$ cat config.mk
export PLATFORM = sky130hd
export DESIGN_NAME = fpu_exception_reporting
export DESIGN_NICKNAME = d
export VERILOG_FILES = /design/src/core/fpu_exc_pkg.sv /design/src/core/fpu_exception_reporting.sv
export SDC_FILE = /design/constraint.sdc
export NUM_CORES = 1
export LEC_CHECK = 0
export ABC_AREA = 1
export BUFFER_PORTS_ARGS = -buffer_cell sky130_fd_sc_hd__clkbuf_2
export CAP_MARGIN = 20
export CORE_MARGIN = 2
export CORE_UTILIZATION = 56
export CTS_CLUSTER_SIZE = 30
export DETAILED_ROUTE_END_ITERATION = 7
export PLACE_DENSITY = 0.8
export SYNTH_ARGS = -nofsm -noshare
export SYNTH_HDL_FRONTEND = slang
export SYNTH_SLANG_ARGS = --single-unit
$ cat constraint.sdc
create_clock -name pclk -period 1.9 [get_ports pclk]
set_input_delay 0.285 -clock pclk [delete_from_list [all_inputs] [get_ports pclk]]
set_output_delay 0.285 -clock pclk [all_outputs]
set_load 0.01 [all_outputs]
$ cat src/core/fpu_exc_pkg.sv
// Constants, register map and types of the floating-point exception unit
package fpu_exc_pkg;

   // ==========================================================
   // Fault vectors
   localparam logic [7:0] VEC_INVALID_OPCODE = 8'h06;
   localparam logic [7:0] VEC_DEVICE_NA      = 8'h07;
   localparam logic [7:0] VEC_GEN_PROT       = 8'h0D;
   localparam logic [7:0] VEC_FP_ERROR       = 8'h10;
   localparam logic [7:0] VEC_ALIGN_CHECK    = 8'h11;
   localparam logic [1:0] CPL_USER           = 2'h3;

   // ==========================================================
   // Register byte offsets
   localparam logic [7:0] OFS_CTRL     = 8'h00;
   localparam logic [7:0] OFS_STATUS   = 8'h04;
   localparam logic [7:0] OFS_MASK     = 8'h08;
   localparam logic [7:0] OFS_SAVED_CS = 8'h0C;
   localparam logic [7:0] OFS_SAVED_IP = 8'h10;
   localparam logic [7:0] OFS_LAST_VEC = 8'h14;

   // Control fields and reset value
   localparam int         CTRL_LEGACY_BIT = 0;
   localparam int         CTRL_V86VEC_LSB = 8;
   localparam logic [31:0] CTRL_RESET     = 32'h0000_1000;

   // Status and mask bit positions
   localparam int ST_ERR_PENDING = 0;
   localparam int ST_INV_OPCODE  = 1;
   localparam int ST_DEV_NA      = 2;
   localparam int ST_GEN_PROT    = 3;
   localparam int ST_ALIGN       = 4;
   localparam int ST_FP_FAULT    = 5;
   localparam int ST_ABORT       = 6;
   localparam int ST_BITS        = 7;
   localparam logic [ST_BITS-1:0] MASK_RESET = 7'h00;

   // ==========================================================
   // Operation classes presented with each instruction
   typedef enum logic [2:0] {
      OP_OTHER  = 3'h0,
      OP_SQRT   = 3'h1,
      OP_DIV    = 3'h2,
      OP_PREM   = 3'h3,
      OP_PREM1  = 3'h4,
      OP_CONV   = 3'h5,
      OP_SCALE  = 3'h6,
      OP_LDENV  = 3'h7
   } op_kind_t;

   // Environment-load probe sequence, Gray coded
   typedef enum logic [1:0] {
      ENV_IDLE  = 2'b00,
      ENV_FIRST = 2'b01,
      ENV_LAST  = 2'b11,
      ENV_LOAD  = 2'b10
   } env_state_t;

endpackage

$ cat src/core/fpu_exception_reporting.sv
// Fault detection, error pin and register file of the floating-point unit
//
// Decided for this implementation: the register offsets and register access over APB.
`timescale 1ns/1ns

module fpu_exception_reporting
   import fpu_exc_pkg::*;
(
   input  wire logic        pclk,
   input  wire logic        presetn,
   input  wire logic        psel,
   input  wire logic        penable,
   input  wire logic        pwrite,
   input  wire logic [7:0]  paddr,
   input  wire logic [31:0] pwdata,
   output logic [31:0]      prdata,
   output logic             pready,
   output logic             pslverr,
   output logic             irq,
   input  wire logic        task_switched_flag,
   input  wire logic        emulation_flag,
   input  wire logic        align_check_en,
   input  wire logic [1:0]  cpl,
   input  wire logic        v86_mode,
   input  wire logic        issue_valid,
   input  wire op_kind_t    issue_kind,
   input  wire logic        issue_legal,
   input  wire logic [15:0] issue_cs,
   input  wire logic [31:0] issue_prefix_ip,
   input  wire logic        issue_misaligned,
   input  wire logic        issue_stack_part,
   input  wire logic        issue_beyond_limit,
   input  wire logic        issue_seg_overrun,
   input  wire logic        issue_denormal,
   output logic             issue_ready,
   output logic             exec_go,
   output logic             normalize_req,
   output logic             rem_round_nearest,
   output logic             fault_valid,
   output logic [7:0]       fault_vector,
   output logic             abort_out,
   output logic             env_probe_req,
   output logic             env_probe_last,
   input  wire logic        env_probe_ack,
   input  wire logic        env_probe_fault,
   output logic             env_commit,
   input  wire logic        done_valid,
   input  wire logic        done_unmasked_exc,
   input  wire logic        done_inexact,
   input  wire logic        done_underflow,
   input  wire logic        done_uflow_loss,
   input  wire logic        done_second_frac,
   input  wire logic [2:0]  done_quotient,
   output logic             res_invalid,
   output logic             res_underflow,
   output logic             res_precision,
   output logic             scale_factor_zero,
   output logic             cond_flag_zero,
   output logic             cond_flag_one,
   output logic             cond_flag_three,
   input  wire logic        ignore_numeric_error_in,
   output logic             fp_error_out
);

   // ==========================================================
   // Register file and internal state
   logic [31:0]        ctrl;
   logic [ST_BITS-1:0] status;
   logic [ST_BITS-1:0] mask;
   logic [15:0]        saved_cs;
   logic [31:0]        saved_ip;
   logic [7:0]         last_vec;
   logic [15:0]        cur_cs;
   logic [31:0]        cur_ip;
   op_kind_t           cur_kind;
   logic               cur_denorm;
   env_state_t         env_state;
   logic               ign_meta;
   logic               ign_sync;

   logic               setup;
   logic               wr_acc;
   logic               hit;
   logic [31:0]        rd_val;
   logic [ST_BITS-1:0] ev_set;
   logic [ST_BITS-1:0] w1c;
   logic               take;
   logic               f_dev_na;
   logic               f_bad_op;
   logic               f_err_flt;
   logic               f_limit;
   logic               f_align;
   logic               f_any;
   logic [7:0]         next_vec;
   logic               denorm_class;

   assign setup  = psel & ~penable;
   assign wr_acc = psel & penable & pready & pwrite;

   // ==========================================================
   // Read decode; unmapped offsets answer with an error
   always_comb begin
      hit    = 1'b1;
      rd_val = 32'h0000_0000;
      unique case (paddr)
         OFS_CTRL:     rd_val = ctrl;
         OFS_STATUS:   rd_val = {25'h0, status};
         OFS_MASK:     rd_val = {25'h0, mask};
         OFS_SAVED_CS: rd_val = {16'h0, saved_cs};
         OFS_SAVED_IP: rd_val = saved_ip;
         OFS_LAST_VEC: rd_val = {24'h0, last_vec};
         default:      hit    = 1'b0;
      endcase
   end

   // Answer prepared in setup, so the access phase ends at once
   always_ff @(posedge pclk or negedge presetn) begin
      if (!presetn) begin
         pready  <= 1'b0;
         pslverr <= 1'b0;
         prdata  <= 32'h0000_0000;
      end else begin
         pready  <= setup;
         pslverr <= setup & ~hit;
         if (setup & ~pwrite) begin
            prdata <= rd_val;
         end
      end
   end

   // Control and mask writes
   always_ff @(posedge pclk or negedge presetn) begin
      if (!presetn) begin
         ctrl <= CTRL_RESET;
         mask <= MASK_RESET;
      end else if (wr_acc) begin
         if (paddr == OFS_CTRL) begin
            ctrl <= pwdata;
         end
         if (paddr == OFS_MASK) begin
            mask <= pwdata[ST_BITS-1:0];
         end
      end
   end

   // ==========================================================
   // Error-ignore pin arrives from outside, two flops first
   always_ff @(posedge pclk or negedge presetn) begin
      if (!presetn) begin
         ign_meta <= 1'b0;
         ign_sync <= 1'b0;
      end else begin
         ign_meta <= ignore_numeric_error_in;
         ign_sync <= ign_meta;
      end
   end

   // ==========================================================
   // Fault priority: device-not-available, opcode, error, limit, alignment
   assign take = issue_valid & issue_ready;
   assign f_dev_na = task_switched_flag | emulation_flag;
   assign f_bad_op = ~f_dev_na & ~issue_legal;
   // Undefined opcode wins before the error check is made
   assign f_err_flt = ~f_dev_na & issue_legal & status[ST_ERR_PENDING] & ~ign_sync;
   assign f_limit = ~f_dev_na & issue_legal & ~f_err_flt & issue_beyond_limit;
   assign f_align = ~f_dev_na & issue_legal & ~f_err_flt & ~issue_beyond_limit & align_check_en
                 & (cpl == CPL_USER) & issue_misaligned & ~issue_stack_part;
   assign f_any = f_dev_na | f_bad_op | f_err_flt | f_limit | f_align;

   // Vector 16 outside the virtual mode; a monitor picks its own there
   always_comb begin
      next_vec = VEC_ALIGN_CHECK;
      if (f_dev_na) begin
         next_vec = VEC_DEVICE_NA;
      end else if (f_bad_op) begin
         next_vec = VEC_INVALID_OPCODE;
      end else if (f_err_flt) begin
         next_vec = v86_mode ? ctrl[CTRL_V86VEC_LSB +: 8] : VEC_FP_ERROR;
      end else if (f_limit) begin
         next_vec = VEC_GEN_PROT;
      end
   end

   // Fault, go and abort pulses; overrun never gets its own vector
   always_ff @(posedge pclk or negedge presetn) begin
      if (!presetn) begin
         fault_valid   <= 1'b0;
         fault_vector  <= 8'h00;
         exec_go       <= 1'b0;
         abort_out     <= 1'b0;
         normalize_req <= 1'b0;
      end else begin
         fault_valid   <= take & f_any;
         exec_go       <= take & ~f_any & ~issue_seg_overrun & (issue_kind != OP_LDENV);
         abort_out     <= (take & ~f_any & issue_seg_overrun)
                          | (env_state != ENV_IDLE & env_probe_fault);
         normalize_req <= take & ~f_any & issue_denormal & denorm_class;
         if (take & f_any) begin
            fault_vector <= next_vec;
         end
      end
   end

   assign denorm_class = (issue_kind == OP_SQRT) | (issue_kind == OP_DIV)
                         | (issue_kind == OP_PREM) | (issue_kind == OP_PREM1)
                         | (issue_kind == OP_CONV);

   // ==========================================================
   // Instruction context held until its completion
   always_ff @(posedge pclk or negedge presetn) begin
      if (!presetn) begin
         cur_cs            <= 16'h0000;
         cur_ip            <= 32'h0000_0000;
         cur_kind          <= OP_OTHER;
         cur_denorm        <= 1'b0;
         rem_round_nearest <= 1'b0;
      end else if (take) begin
         cur_cs            <= issue_cs;
         cur_ip            <= issue_prefix_ip;
         cur_kind          <= issue_kind;
         cur_denorm        <= issue_denormal & denorm_class;
         rem_round_nearest <= (issue_kind == OP_PREM1);
      end
   end

   // Saved pointers: faults use the issue, errors use the finished one
   always_ff @(posedge pclk or negedge presetn) begin
      if (!presetn) begin
         saved_cs <= 16'h0000;
         saved_ip <= 32'h0000_0000;
         last_vec <= 8'h00;
      end else if (take & f_any) begin
         saved_cs <= issue_cs;
         saved_ip <= issue_prefix_ip;
         last_vec <= next_vec;
      end else if (done_valid & done_unmasked_exc) begin
         saved_cs <= cur_cs;
         saved_ip <= cur_ip;
      end
   end

   // ==========================================================
   // Environment load probes both ends before any state changes
   always_ff @(posedge pclk or negedge presetn) begin
      if (!presetn) begin
         env_state <= ENV_IDLE;
      end else begin
         unique case (env_state)
            ENV_IDLE: begin
               if (take & ~f_any & ~issue_seg_overrun & (issue_kind == OP_LDENV)) begin
                  env_state <= ENV_FIRST;
               end
            end
            ENV_FIRST: begin
               if (env_probe_fault) begin
                  env_state <= ENV_IDLE;
               end else if (env_probe_ack) begin
                  env_state <= ENV_LAST;
               end
            end
            ENV_LAST: begin
               if (env_probe_fault) begin
                  env_state <= ENV_IDLE;
               end else if (env_probe_ack) begin
                  env_state <= ENV_LOAD;
               end
            end
            ENV_LOAD: env_state <= ENV_IDLE;
         endcase
      end
   end

   // Probe strobes and commit pulse come from the state flops
   always_ff @(posedge pclk or negedge presetn) begin
      if (!presetn) begin
         env_probe_req  <= 1'b0;
         env_probe_last <= 1'b0;
         env_commit     <= 1'b0;
         issue_ready    <= 1'b0;
      end else begin
         env_probe_req  <= 1'b0;
         env_probe_last <= 1'b0;
         env_commit     <= (env_state == ENV_LAST) & env_probe_ack & ~env_probe_fault;
         issue_ready    <= (env_state == ENV_IDLE) & ~(take & issue_kind == OP_LDENV)
                           | (env_state == ENV_LOAD) | env_probe_fault;
         if (env_state == ENV_FIRST & ~env_probe_ack & ~env_probe_fault) begin
            env_probe_req <= 1'b1;
         end
         if (env_state == ENV_LAST & ~env_probe_ack & ~env_probe_fault) begin
            env_probe_req  <= 1'b1;
            env_probe_last <= 1'b1;
         end
         if (take & ~f_any & ~issue_seg_overrun & (issue_kind == OP_LDENV)) begin
            env_probe_req <= 1'b1;
         end
      end
   end

   // ==========================================================
   // Result flags of a finished operation
   always_ff @(posedge pclk or negedge presetn) begin
      if (!presetn) begin
         res_invalid       <= 1'b0;
         res_underflow     <= 1'b0;
         res_precision     <= 1'b0;
         scale_factor_zero <= 1'b0;
         cond_flag_zero    <= 1'b0;
         cond_flag_one     <= 1'b0;
         cond_flag_three   <= 1'b0;
      end else if (done_valid) begin
         // A normalized denormal is never an invalid operand
         res_invalid   <= 1'b0;
         res_underflow <= done_underflow | (cur_denorm & done_underflow);
         res_precision <= done_inexact
                          | ((cur_kind == OP_SCALE) & done_uflow_loss);
         scale_factor_zero <= (cur_kind == OP_SCALE) & done_second_frac;
         if (cur_kind == OP_PREM | cur_kind == OP_PREM1) begin
            cond_flag_zero  <= done_quotient[2];
            cond_flag_three <= done_quotient[1];
            cond_flag_one   <= done_quotient[0];
         end
      end
   end

   // ==========================================================
   // Sticky status; a new event beats a same-cycle clear
   always_comb begin
      ev_set                 = '0;
      ev_set[ST_ERR_PENDING] = done_valid & done_unmasked_exc;
      ev_set[ST_INV_OPCODE]  = take & f_bad_op;
      ev_set[ST_DEV_NA]      = take & f_dev_na;
      ev_set[ST_GEN_PROT]    = take & f_limit;
      ev_set[ST_ALIGN]       = take & f_align;
      ev_set[ST_FP_FAULT]    = take & f_err_flt;
      ev_set[ST_ABORT]       = (take & ~f_any & issue_seg_overrun)
                               | (env_state != ENV_IDLE & env_probe_fault);
      w1c = (wr_acc & paddr == OFS_STATUS) ? pwdata[ST_BITS-1:0] : '0;
   end

   always_ff @(posedge pclk or negedge presetn) begin
      if (!presetn) begin
         status <= '0;
      end else begin
         status <= (status & ~w1c) | ev_set;
      end
   end

   // Pin and interrupt lag the status by one flop
   always_ff @(posedge pclk or negedge presetn) begin
      if (!presetn) begin
         fp_error_out <= 1'b0;
         irq          <= 1'b0;
      end else begin
         fp_error_out <= status[ST_ERR_PENDING] & ctrl[CTRL_LEGACY_BIT];
         irq          <= |(status & mask);
      end
   end
endmodule

==> impl_metrics.ini <==
[die]
die_x_microns = 135
pin_count = 181
dieArea_sq_um = 18300
start_util_pct = 57.6
die_h_microns = 135
num_rows = 47
core_sq_um = 16700

[detailed_routing]
met3WireLength_microns = 1930
wl_met2_microns = 11800
met1_length_microns = 11100
wl_per_cell_microns = 15.4
postRouteAntennaNets = 0
top_layer = met4
routed_wl_microns = 25200
drt_first_pass_iters = 5
vias = 8574
viasPerCell = 5.23
drc = 0
drtIter0Drc = 735

[hold_path]
hp-class = input pin to flip-flop

[grt]
grt_pass1_vias = 8017
grt_usage_pct = 27.9
grt_pass1_wl_microns = 40400
grt_max_degree = 76
gr-total-overflow = 0
antenna_found_initial = 0

[timing]
setup_viol = 0
holdWs_ns = 0.00982
post-route-min-period_ns = 1.80
slew_headroom_pct = 51.0
worst_slew_pin_slew_ns = 0.734
rsz0062_at_grt = false
period_share_pct = 94.7
finalHoldViolations = 0
finClkSkew_ns = 0.0159
tns_ns = 0
timing.fmax_mhz = 556
final_max_slew_viol_count = 0

[clock_network]
insertion_delay_ns = 0.51
ctsRootBufferMaster = clkbuf_16
clock_path_buffers = 3
clk_pin_slew_ns = 0.06
cts_tree = done
htree_levels = 1
cts_setup_buffers = 0
cts_buffers = 22
cts_sinks = 208

[critical_path]
start_kind = flip-flop
slowest_delay_ns = 0.45
rrSetupSlack_ns = 0.10
path_cells = nand2_1 > nand4_2 > nor2_4 > nor2_4 > buf_4 > inv_2 > o21ai_0
cp_data_required_time_ns = 2.30
critPathKind = flip-flop to flip-flop
crit_path_frequent_cell = nor2_4
cp.arrival_ns = 2.20
crit_fanout = 25
worstSetupEndpointType = flip-flop
cp_slowest_cell = dfrtp_1

[synthesis]
ys.flop_type = dfrtp_1
syn_area_sq_um = 9630
ys_seq_area_share_pct = 54.1
syn_nets = 1343
ys_ff_latch = 208
netlist_instances = 1222
yosysMostFrequentCell = nand2_1
yosysTopAreaCellShare_pct = 53.8
synth_cell_type_count = 37
synth.area.top_cells = dfrtp_1 54%, nand2_1 19%, inv_1 4.5%
yosys_warnings = 0
synth_edf_count = 0
synth.avg_cell_area_sq_um = 7.88
ys_top_cells_by_count = 481 x nand2_1, 207 x dfrtp_1, 116 x inv_1
synth_top_area_cell = dfrtp_1
async_flop_share_pct = 100

[place]
port_buffers = 179
place_inst = 1593
place_congestion = 0.890
dpl.hpwl_microns = 17100

[final_layout]
area_growth_pct = 20.7
instances_no_fill = 1640
final_layout_size_suffix_gt1_share_pct = 20.3
fin_nets = 1525
n_antenna_cell = 0

[pwr]
power.leakage_nw = 6.44
pwr_density_cell_nw_per_um2 = 1010
vdd_ir_drop_max_uv = 645

[run]
cap_viol_max_count = 0

[run_status]
status = complete, no violations
[layout by cell type, fill, tap and decap left out, types with 5 or more instances in the layout]
master           n
o21ai_2          8
buf_12           7
nand3_1         77
nor2_2           8
nor2_4           8
dlygate4sd3_1    5
buf_4           21
a21oi_1         39
o21ai_1         10
clkbuf_2       178
nand2_1        479
o21ai_0         86
clkbuf_1         6
dfrtp_1        207
nor2_1          88
clkbuf_16       23
nand2_2         10
clkbuf_8        10
inv_1          116
[power by group]
part	internal [mW]	leakage (nW)	total, mW	switching [mW]
combinational	0.679	3.51	1.89	1.21
clock	2.57	0.363	4.30	1.73
sequential	5.13	2.57	5.52	0.392
total	8.37	6.44	11.7	3.34
[cell type report]
| cell class | count | area, sq um |
|---|---|---|
| Clock buffer | 38 | 722 |
| Clock inverter | 2 | 10.0 |
| Fill cell | 1351 | 5080 |
| Inverter | 119 | 447 |
| Multi-Input combinational cell | 840 | 3680 |
| Sequential cell | 208 | 5210 |
| Tap cell | 220 | 275 |
| Timing Repair Buffer | 213 | 1280 |
[cells by family (layout without fill, tap and decap cells)]
| family | Yosys count | in the layout | share of synthesized area (%) |
|---|---|---|---|
| simple gates | 685 | 686 | 29.3 |
| compound gates | 152 | 152 | 8.48 |
| flops | 208 | 208 | 54.1 |
| buf+inv | 175 | 372 | 7.96 |
| other cells | 1 | 1 | 0.0390 |
| mux | 1 | 1 | 0.117 |
[per-stage QoR]
stage               worst slack [ns]  total power, mW  area, sq um  util [%]
floorplan                      0.531             6.69         9630         -
global placement               0.123             7.34        10800      64.7
detailed placement            0.0261             7.42        10800      64.7
CTS                          0.00998             11.7        11600      69.4
global route                  0.0355             12.2        11600      69.6
finish                         0.100             11.7        11600      69.6
[state kept, by name, indices dropped and copies added, names as in the netlist, 2 cells and up]
register and cells:
env_state 2, status 7, mask 7, cur_ip 32
cur_cs 16, last_vec 8, saved_ip 32, cur_kind 3
ctrl 32, saved_cs 16, prdata 32
[worst max-delay path: cells and delay by family (launching register included)]
| kind | cells | cell delay [ns] |
|---|---|---|
| AND/OR/NAND/NOR | 4 | 0.54 |
| buffers and inverters | 2 | 0.49 |
| flip-flops | 1 | 0.45 |
| AO/OA/AOI/OAI | 1 | 0.23 |
[routing by layer]
metal / GRT usage [%] / up-vias
li1: - / 4156
met1: 39.6 / 4043
met2: 44.9 / 337
met3: 5.18 / 38
met4: 7.18 / 0
met5: 0 / -
[what timing repair did]
item                                    in CTS  in global routing
resized for setup                            0                  1
gates cloned                                 1                  0
hold buffers                                 5                  0
endpoints found under the setup margin       1                 16
hold endpoints to repair                    53                  0
pin swaps                                    1                  0
[path summary, 6_finish.rpt]
kind,start,to,cells after the start
max,status[0],last_vec[1],7
max reg2reg,status[0],last_vec[1],7
max in group asynchronous,presetn,status[3],3
min in group asynchronous,presetn,scale_factor_zero,2
min reg2reg,ign_meta,ign_sync,0
min,pwdata[18],ctrl[18],3
Note: power is estimated with default switching activity, not from simulation.
